$ cat src/verilog/blcur_pkg.sv
// blcur_pkg: shared constants and types for the backlight level current register bank.
// assumes a byte-wide register port decoded by the serial programming front end.
package blcur_pkg;
    // register byte addresses
    localparam logic [7:0] BLCUR_ADDR_INDOOR_MAX = 8'h10;
    localparam logic [7:0] BLCUR_ADDR_INDOOR_DIM = 8'h11;
    localparam logic [7:0] BLCUR_ADDR_DARK_MAX   = 8'h12;
    localparam logic [7:0] BLCUR_ADDR_DARK_DIM   = 8'h13;
    localparam logic [7:0] BLCUR_ADDR_SINK_LAW   = 8'h1a;

    // field layout
    localparam int         BLCUR_CODE_W      = 7;
    localparam int         BLCUR_LAW_W       = 2;
    localparam logic [7:0] BLCUR_READ_ZERO   = 8'h00;

    // reset values
    localparam logic [6:0] BLCUR_CODE_RESET  = 7'h00;
    localparam logic [1:0] BLCUR_LAW_RESET   = 2'h0;

    // fade-law encodings
    localparam logic [1:0] BLCUR_LAW_SQ_A    = 2'h0;
    localparam logic [1:0] BLCUR_LAW_SQ_B    = 2'h1;
    localparam logic [1:0] BLCUR_LAW_CUBIC_A = 2'h2;
    localparam logic [1:0] BLCUR_LAW_CUBIC_B = 2'h3;

    // current transfer: full scale in microamps at the top code
    localparam logic [31:0] BLCUR_FULL_UA    = 32'h0000_7530; // 30000 uA
    localparam logic [31:0] BLCUR_CODE_MAX_SQ = 32'h0000_3f01; // 127 * 127
    localparam logic [31:0] BLCUR_ROUND_HALF = 32'h0000_1f80; // half of 127 squared, floored

    // fade profile presented to the sink fader
    typedef enum logic [1:0] {
        BLCUR_FADE_SQ_LINEAR,
        BLCUR_FADE_CUBIC_A,
        BLCUR_FADE_CUBIC_B
    } blcur_fade_t;

    // one register access request
    typedef struct packed {
        logic       wr;
        logic       rd;
        logic [7:0] addr;
        logic [7:0] wdata;
    } blcur_req_t;

    // backlight drive result
    typedef struct packed {
        logic [6:0]  code;
        logic [15:0] current_ua;
    } blcur_drive_t;
endpackage : blcur_pkg

$ cat src/verilog/blcur_regs.sv
// blcur_regs: max/dim current codes for the indoor and dark levels plus sink fade law.
// assumes i_req comes from logic on i_clk (no synchroniser); dim and level inputs likewise.
//
// Contract
// - the indoor maximum current is a 7-bit code in bits 6:0, bit 7 reserved.
// - the indoor dim current is a 7-bit code in bits 6:0 of its own register, bit 7 reserved.
// - the dark maximum current is a 7-bit code in bits 6:0, bit 7 reserved.
// - the dark dim current is a 7-bit code in bits 6:0 of its own register, bit 7 reserved.
// - a dim timeout or the dim enable flag selects the active level's dim code over its max.
// - the code maps monotonically to current, zero at code 0 and 30 mA at code 127.
// - the fade-law field is bits 1:0 and codes 00 and 01 both mean square law, equal steps.
// - fade-law codes 10 and 11 mean square law with two distinct cubic time profiles.
// - bits 7:2 of the fade-law register are reserved.
`timescale 1ns/1ns
module blcur_regs
    import blcur_pkg::*;
(
    // clock, reset, enable
    input  wire logic         i_clk,
    input  wire logic         i_rst,
    input  wire logic         i_ce,
    // register port
    input  wire blcur_req_t   i_req,
    output logic [7:0]        o_rdata,
    output logic              o_rd_valid,
    // level and dim control
    input  wire logic         i_level_dark,
    input  wire logic         i_dim_timeout,
    input  wire logic         i_dim_en,
    // drive outputs
    output blcur_drive_t      o_drive,
    output logic              o_dimmed,
    output blcur_fade_t       o_sink_fade_profile
);

    // square-law code to microamps, rounded to nearest
    function automatic logic [15:0] code_to_ua(input logic [6:0] code);
        logic [31:0] sq;
        sq = 32'(code) * 32'(code);
        code_to_ua = 16'((sq * BLCUR_FULL_UA + BLCUR_ROUND_HALF) / BLCUR_CODE_MAX_SQ);
    endfunction : code_to_ua

    // true for the five byte addresses this bank answers to
    function automatic logic addr_mapped(input logic [7:0] addr);
        addr_mapped = addr inside {BLCUR_ADDR_INDOOR_MAX, BLCUR_ADDR_INDOOR_DIM,
                                   BLCUR_ADDR_DARK_MAX, BLCUR_ADDR_DARK_DIM,
                                   BLCUR_ADDR_SINK_LAW};
    endfunction : addr_mapped

    logic [6:0]  indoor_max_code_reg;
    logic [6:0]  indoor_dim_code_reg;
    logic [6:0]  dark_max_code_reg;
    logic [6:0]  dark_dim_code_reg;
    logic [1:0]  sink_fade_law_reg;
    logic        dim_sel;
    logic [6:0]  drive_code_next;
    logic [7:0]  rdata_next;
    blcur_fade_t fade_next;

    // current code registers; only bits 6:0 are stored so bit 7 writes vanish
    always_ff @(posedge i_clk or posedge i_rst) begin
        if (i_rst) begin
            indoor_max_code_reg <= BLCUR_CODE_RESET;
            indoor_dim_code_reg <= BLCUR_CODE_RESET;
            dark_max_code_reg   <= BLCUR_CODE_RESET;
            dark_dim_code_reg   <= BLCUR_CODE_RESET;
        end else if (i_ce && i_req.wr) begin
            case (i_req.addr)
                BLCUR_ADDR_INDOOR_MAX: indoor_max_code_reg <= i_req.wdata[6:0];
                BLCUR_ADDR_INDOOR_DIM: indoor_dim_code_reg <= i_req.wdata[6:0];
                BLCUR_ADDR_DARK_MAX:   dark_max_code_reg   <= i_req.wdata[6:0];
                BLCUR_ADDR_DARK_DIM:   dark_dim_code_reg   <= i_req.wdata[6:0];
                default: ;
            endcase
        end
    end

    // fade-law register keeps only the two low bits
    always_ff @(posedge i_clk or posedge i_rst) begin
        if (i_rst) begin
            sink_fade_law_reg <= BLCUR_LAW_RESET;
        end else if (i_ce && i_req.wr && i_req.addr == BLCUR_ADDR_SINK_LAW) begin
            sink_fade_law_reg <= i_req.wdata[1:0];
        end
    end

    // read mux; reserved bits and unmapped addresses read zero
    always_comb begin
        rdata_next = BLCUR_READ_ZERO;
        case (i_req.addr)
            BLCUR_ADDR_INDOOR_MAX: rdata_next = {1'b0, indoor_max_code_reg};
            BLCUR_ADDR_INDOOR_DIM: rdata_next = {1'b0, indoor_dim_code_reg};
            BLCUR_ADDR_DARK_MAX:   rdata_next = {1'b0, dark_max_code_reg};
            BLCUR_ADDR_DARK_DIM:   rdata_next = {1'b0, dark_dim_code_reg};
            BLCUR_ADDR_SINK_LAW:   rdata_next = {6'h00, sink_fade_law_reg};
            default:               rdata_next = BLCUR_READ_ZERO;
        endcase
    end

    // read answer one cycle after the request
    always_ff @(posedge i_clk or posedge i_rst) begin
        if (i_rst) begin
            o_rdata    <= BLCUR_READ_ZERO;
            o_rd_valid <= 1'b0;
        end else if (i_ce) begin
            o_rd_valid <= i_req.rd;
            if (i_req.rd) begin
                o_rdata <= rdata_next;
            end
        end
    end

    // dim wins over max whenever either dim cause is present
    always_comb begin
        dim_sel = i_dim_timeout | i_dim_en;
        if (i_level_dark) begin
            drive_code_next = dim_sel ? dark_dim_code_reg : dark_max_code_reg;
        end else begin
            drive_code_next = dim_sel ? indoor_dim_code_reg : indoor_max_code_reg;
        end
    end

    // fade-law decode: two codes alias onto the same equal-step profile
    always_comb begin
        case (sink_fade_law_reg)
            BLCUR_LAW_SQ_A:    fade_next = BLCUR_FADE_SQ_LINEAR;
            BLCUR_LAW_SQ_B:    fade_next = BLCUR_FADE_SQ_LINEAR;
            BLCUR_LAW_CUBIC_A: fade_next = BLCUR_FADE_CUBIC_A;
            BLCUR_LAW_CUBIC_B: fade_next = BLCUR_FADE_CUBIC_B;
            default:           fade_next = BLCUR_FADE_SQ_LINEAR;
        endcase
    end

    // registered drive; the divider is deep, so registering keeps it off the output path
    always_ff @(posedge i_clk or posedge i_rst) begin
        if (i_rst) begin
            o_drive             <= '0;
            o_dimmed            <= 1'b0;
            o_sink_fade_profile <= BLCUR_FADE_SQ_LINEAR;
        end else if (i_ce) begin
            o_drive.code        <= drive_code_next;
            o_drive.current_ua  <= code_to_ua(drive_code_next);
            o_dimmed            <= dim_sel;
            o_sink_fade_profile <= fade_next;
        end
    end

    // checks
    AST_INDOOR_MAX_WR: assert property (@(posedge i_clk) disable iff (i_rst)
        i_ce && i_req.wr && i_req.addr == BLCUR_ADDR_INDOOR_MAX
        |=> indoor_max_code_reg == $past(i_req.wdata[6:0]))
        else $error("indoor max code not stored");

    AST_INDOOR_DIM_WR: assert property (@(posedge i_clk) disable iff (i_rst)
        i_ce && i_req.wr && i_req.addr == BLCUR_ADDR_INDOOR_DIM
        |=> indoor_dim_code_reg == $past(i_req.wdata[6:0]) && $stable(indoor_max_code_reg))
        else $error("indoor dim code not stored separately");

    AST_DARK_MAX_RD: assert property (@(posedge i_clk) disable iff (i_rst)
        i_ce && i_req.rd && i_req.addr == BLCUR_ADDR_DARK_MAX
        |=> o_rd_valid && o_rdata == {1'b0, $past(dark_max_code_reg)})
        else $error("dark max readback wrong");

    AST_DARK_DIM_WR_RD: assert property (@(posedge i_clk) disable iff (i_rst)
        i_ce && i_req.wr && i_req.addr == BLCUR_ADDR_DARK_DIM ##1
        i_ce && !i_req.wr && i_req.rd && i_req.addr == BLCUR_ADDR_DARK_DIM
        |=> o_rdata == {1'b0, $past(i_req.wdata[6:0], 2)})
        else $error("dark dim write then read mismatch");

    AST_DIM_SELECT: assert property (@(posedge i_clk) disable iff (i_rst)
        i_ce && (i_dim_timeout || i_dim_en) && !i_req.wr
        |=> o_dimmed && o_drive.code ==
            ($past(i_level_dark) ? dark_dim_code_reg : indoor_dim_code_reg))
        else $error("dim code not selected");

    AST_MAX_SELECT: assert property (@(posedge i_clk) disable iff (i_rst)
        i_ce && !i_dim_timeout && !i_dim_en && !i_req.wr
        |=> !o_dimmed && o_drive.code ==
            ($past(i_level_dark) ? dark_max_code_reg : indoor_max_code_reg))
        else $error("max code not selected");

    AST_CURRENT_ENDS: assert property (@(posedge i_clk) disable iff (i_rst)
        $past(i_ce) && !$past(i_rst) |->
        (o_drive.code == 7'h00 ? o_drive.current_ua == 16'h0000 : 1'b1) &&
        (o_drive.code == 7'h7f ? o_drive.current_ua == 16'h7530 : 1'b1))
        else $error("current end points wrong");

    AST_LAW_ALIAS: assert property (@(posedge i_clk) disable iff (i_rst)
        i_ce && !i_req.wr && sink_fade_law_reg[1] == 1'b0
        |=> o_sink_fade_profile == BLCUR_FADE_SQ_LINEAR)
        else $error("law 00/01 not square equal-step");

    AST_LAW_CUBIC: assert property (@(posedge i_clk) disable iff (i_rst)
        i_ce && !i_req.wr && sink_fade_law_reg[1]
        |=> o_sink_fade_profile == ($past(sink_fade_law_reg[0]) ?
            BLCUR_FADE_CUBIC_B : BLCUR_FADE_CUBIC_A))
        else $error("cubic profile mismatch");

    AST_LAW_RESERVED: assert property (@(posedge i_clk) disable iff (i_rst)
        i_ce && i_req.rd && i_req.addr == BLCUR_ADDR_SINK_LAW
        |=> o_rdata[7:2] == 6'h00)
        else $error("law reserved bits not zero");

    AST_RESERVED_ZERO: assert property (@(posedge i_clk) disable iff (i_rst)
        o_rd_valid |-> o_rdata[7] == 1'b0)
        else $error("reserved bit 7 reads one");

    // holes in the map answer like a register that reads zero
    AST_UNMAPPED_RD: assert property (@(posedge i_clk) disable iff (i_rst)
        i_ce && i_req.rd && !addr_mapped(i_req.addr)
        |=> o_rd_valid && o_rdata == BLCUR_READ_ZERO)
        else $error("unmapped read not zero");

    AST_UNMAPPED_WR: assert property (@(posedge i_clk) disable iff (i_rst)
        i_ce && i_req.wr && !addr_mapped(i_req.addr)
        |=> $stable(indoor_max_code_reg) && $stable(indoor_dim_code_reg) &&
            $stable(dark_max_code_reg) && $stable(dark_dim_code_reg) &&
            $stable(sink_fade_law_reg))
        else $error("unmapped write disturbed a register");

    // a larger code never gives less current, so a fade cannot step backwards
    AST_CURRENT_MONO: assert property (@(posedge i_clk) disable iff (i_rst)
        $past(i_ce) && !$past(i_rst) && o_drive.code > $past(o_drive.code)
        |-> o_drive.current_ua >= $past(o_drive.current_ua))
        else $error("current not monotonic in code");

    COV_DIM_DARK: cover property (@(posedge i_clk) disable iff (i_rst)
        i_ce && i_level_dark && i_dim_timeout ##1 o_dimmed);
    COV_CUBIC_B: cover property (@(posedge i_clk) disable iff (i_rst)
        o_sink_fade_profile == BLCUR_FADE_CUBIC_B);
    COV_FULL_SCALE: cover property (@(posedge i_clk) disable iff (i_rst)
        o_drive.code == 7'h7f);
    COV_WR_THEN_RD: cover property (@(posedge i_clk) disable iff (i_rst)
        i_ce && i_req.wr ##1 i_ce && i_req.rd ##1 o_rd_valid);
endmodule : blcur_regs

$ cat config.mk
export PLATFORM = sky130hd
export DESIGN_NAME = blcur_regs
export DESIGN_NICKNAME = d
export VERILOG_FILES = /design/src/verilog/blcur_pkg.sv /design/src/verilog/blcur_regs.sv
export SDC_FILE = /design/constraint.sdc
export NUM_CORES = 1
export LEC_CHECK = 0
export BUFFER_PORTS_ARGS = -buffer_cell sky130_fd_sc_hd__buf_2
export CAP_MARGIN = 40
export CORE_MARGIN = 4
export CORE_UTILIZATION = 25
export CTS_BUF_LIST = sky130_fd_sc_hd__clkbuf_16
export DETAILED_ROUTE_END_ITERATION = 8
export GPL_ROUTABILITY_DRIVEN = 0
export HOLD_SLACK_MARGIN = 0.05
export PLACE_DENSITY_LB_ADDON = 0.08
export SETUP_SLACK_MARGIN = 0.05
export SLEW_MARGIN = 5
export SYNTH_ARGS = -nofsm -noshare
export SYNTH_HDL_FRONTEND = slang
export SYNTH_SLANG_ARGS = --single-unit
$ cat constraint.sdc
create_clock -name i_clk -period 28.5 [get_ports i_clk]
set_clock_uncertainty 0.1 [all_clocks]
set_input_delay 1.425 -clock i_clk [delete_from_list [all_inputs] [get_ports i_clk]]
set_output_delay 1.425 -clock i_clk [all_outputs]
set_load 0.1 [all_outputs]
==> summary.txt <==
Run status
  – Status: complete, no violations

Final layout
  – Share of layout cells above drive strength 1: 20.1%
  – # fillers: 6,514
  – Register bank with the most flops: o_drive
  – Nets: 2,220
  – Largest register FFs: 23
  – Area growth syn-to-layout: 16.0%
  – Final instance count without filler cells: 2,830
  – ANT cells: 0
  – Multi-input logic area: 13,100 µm²
  – Register area: 1600 µm²

Global routing
  – First-pass GRT wire length: 81,900 µm
  – Grt total ovfl: 0
  – Vias in the first global route: 14.7k
  – Largest net degree at the start of global routing: 56
  – Initial antenna violation count: 0
  – GRT Total Usage: 15.4%

Route
  – Post-route antenna net violation count: 0
  – Vias per inst: 5.33
  – Routed wire length: 51,200 µm
  – DR iter-0 viols: 835
  – Router iterations before antenna repair: 5
  – Per-cell routed wire length: 18.1 µm
  – DR vias: 15.1k
  – # DRC: 0

Floorplanning
  – Initial Util: 25.3%
  – Die height: 255 µm
  – Total die area: 65,200 µm²
  – Die width: 255 µm
  – # rows: 90
  – Core area: 60,500 µm²
  – # IOs: 59

CTS
  – Clock root cell: clkbuf_16
  – CTS tree: built
  – Clock sink total: 64
  – H-tree depth: 3
  – TritonCTS buffer count: 9
  – Max clock buf depth: 2
  – # hold bufs at CTS: 0
  – CTS clk-pin slew, worst paths: 0.07 ns
  – Worst-Skew Late Latency: 0.39 ns

Worst setup path
  – R2R Path Start: dark_max_code_reg[2]
  – Crit path from: i_dim_en
  – CP max FO: 10
  – Crit Path Class: primary input to flip-flop
  – Reg2reg setup slack: 2.78 ns
  – Register-to-Register Path Depth: 93
  – Crit path DAT: 26.98 ns
  – Critical R2R Capture: o_drive[0]
  – CP peak stage delay: 0.71 ns
  – Worst EP required: 28.64 ns
  – Worst setup SP type: primary input
  – Most frequent CP cell: ha_1
  – CP max stage cell: or4_1
  – Crit end category: flip-flop

Synthesis
  – #FFs+latches synth: 64
  – Mapped Area: 15,300 µm²
  – Post-synthesis sequential area ratio: 10.5%
  – Number of synthesized flops with an enable pin: 0
  – Distinct cell type count of the synthesized netlist: 141
  – Post-synthesis mux area share: 7.06%
  – Post-synthesis compound-gate area fraction: 29.2%
  – Largest family of logic cells by synthesized area: compound AO/OA/AOI/OAI gates
  – Gate count after technology mapping: 1,920
  – Synth Warn #: 0
  – Syn Area/Cell: 7.96 µm²
  – Asr flop ratio synth: 100%
  – XOR/XNOR share of the synthesized area: 7.59%
  – Top_reg_cell synth: dfrtp_1
  – Post-synthesis adder-cell area fraction: 15.4%
  – Post-Synth Simple-Gate Area: 24.9%

Hold path
  – Hold EP: o_rdata[5]
  – Min-delay src: o_rdata[5]
  – Worst hold-check path type: flip-flop to flip-flop
  – Hold Crit Depth: 2

Place
  – Number of port buffers: 56
  – Post-DP HPWL: 41,800 µm
  – Place WS: 0.353 ns
  – Placed insts: 2,806

Timing
  – Slew @ Worst Pin: 0.916 ns
  – Worst Slack Setup Final: 1.66 ns
  – Slew Limit Fails: 0
  – RSZ-0062 raised after global routing: no
  – Crit share post-route: 94.2%
  – Tmin final: 26.84 ns
  – Endpoints failing setup: 0
  – Setup TNS Final: 0 ns
  – Relative slew slack: 38.5%
  – Max Fclk: 37.3 MHz
  – Final hold viol count: 0

Power
  – Total chip power: 0.956 mW
  – Pwr dens: 53.9 nW/µm²
  – Worst-case vdd ir drop: 0.0000254 V
  – Leakage power: 7.45 nW

Flow run
  – Max-capacitance violation count: 0
cell usage after synthesis (8+ instances only):
cell type | number | area (µm²)
nor2_1 | 153 | 574
nand2_1 | 142 | 533
inv_1 | 130 | 488
a21oi_1 | 104 | 521
ha_1 | 102 | 1280
o21ai_0 | 81 | 405
xnor2_1 | 80 | 701
dfrtp_1 | 64 | 1600
nand3_1 | 63 | 315
and2_1 | 56 | 350
fa_1 | 51 | 1020
mux2_2 | 48 | 541
nor3_1 | 46 | 230
xor2_1 | 42 | 368
clkbuf_1 | 39 | 146
and3_1 | 35 | 219
nor4_1 | 30 | 188
o211ai_1 | 30 | 225
a21o_1 | 29 | 218
or3_1 | 27 | 169
nand4_1 | 23 | 144
o21a_1 | 23 | 173
a211oi_1 | 22 | 165
o31ai_1 | 20 | 150
or2_2 | 20 | 125
a31oi_1 | 19 | 119
mux2i_1 | 17 | 170
o21ai_1 | 17 | 85.1
nand2b_1 | 16 | 100
buf_2 | 15 | 75.1
a211o_1 | 14 | 123
mux4_2 | 14 | 315
o21bai_1 | 12 | 90.1
or4_1 | 12 | 90.1
and4_1 | 10 | 87.6
o31a_1 | 10 | 87.6
nor2b_1 | 9 | 56.3
o2111ai_1 | 9 | 78.8
o221ai_1 | 9 | 78.8
a2111oi_0 | 8 | 70.1
a41oi_1 | 8 | 70.1
per-stage QoR:
stage | instance area, µm² | util (%) | hold WS, ns
5_1_grt | 17700 | 29.3 | 0.408
3_3_place_gp | 17100 | 28.2 | 0.361
6_report | 17700 | 29.3 | 0.378
4_1_cts | 17400 | 28.8 | 0.386
2_1_floorplan | 15300 | - | 0.391
3_5_place_dp | 17100 | 28.3 | 0.370
timing repair:
action                     in CTS  in global routing
resized for setup               0                 43
setup endpoints to repair       0                  2
setup buffers                   0                  8
how the worst max path moves through the flow:
stage	endpoint	slack, ns	cells past startpoint
floorplan	o_drive[0]	1.26	103
global placement	o_drive[0]	0.37	96
detailed placement	o_drive[0]	0.35	94
CTS	o_drive[0]	0.62	97
global route	o_drive[0]	0.08	96
finish	o_drive[0]	1.66	96
final cells by class:
class / instances / area share [%]
clock buffers: 9 / 1.27
clock inverters: 7 / 0.720
inverters: 134 / 2.84
multi-input cells: 1659 / 73.9
flip-flops and latches: 64 / 9.03
well taps: 782 / 5.52
repair buffers: 175 / 6.72
per-layer routing:
metal	vias to the layer above	share of wire (%)	track usage (%)
li1	7495	-	-
met1	7402	51	22.5
met2	162	46	25.0
met3	30	1.7	1.06
met4	0	1.7	3.41
met5	-	0	0
cell usage in the layout, fill, tap and decap left out, types with 15 or more instances in the layout:
cell,instances
and2_1,56
inv_1,128
nand2b_1,16
dfrtp_1,64
nand3_1,60
nand4_1,23
mux2i_1,15
a31oi_1,19
nor4_1,29
xor2_1,41
ha_1,102
o21ai_1,16
xnor2_1,77
nand2_1,142
buf_2,57
o211ai_1,30
or3_1,27
a211oi_1,18
and3_1,34
nor2_1,149
a21o_1,28
o21ai_0,81
or2_2,20
nor3_1,46
a21oi_1,99
o31ai_1,19
fa_1,51
o21a_1,23
buf_4,117
mux2_2,48
where the power goes:
group / internal, mW / switching [mW]
combinational: 0.259 / 0.447
clock: 0.0871 / 0.0615
sequential: 0.0971 / 0.00343
kinds of logic after synthesis:
kind of cell	Yosys count
flip-flops	64
adder cells (fa/ha/maj)	158
AO/OA/AOI/OAI	582
AND/OR/NAND/NOR	705
other	1
multiplexers	83
buffers and inverters	200
XOR/XNOR	127
worst max-delay path, delay by kind of cell:
family | cells | cell delay [ns]
XOR/XNOR | 3 | 0.66
AND/OR/NAND/NOR | 25 | 7.62
buffers and inverters | 13 | 1.34
AO/OA/AOI/OAI | 36 | 9.22
multiplexers | 4 | 1.39
adder cells (fa/ha/maj) | 15 | 5.27
No activity file was read; power rests on OpenSTA's default activity.
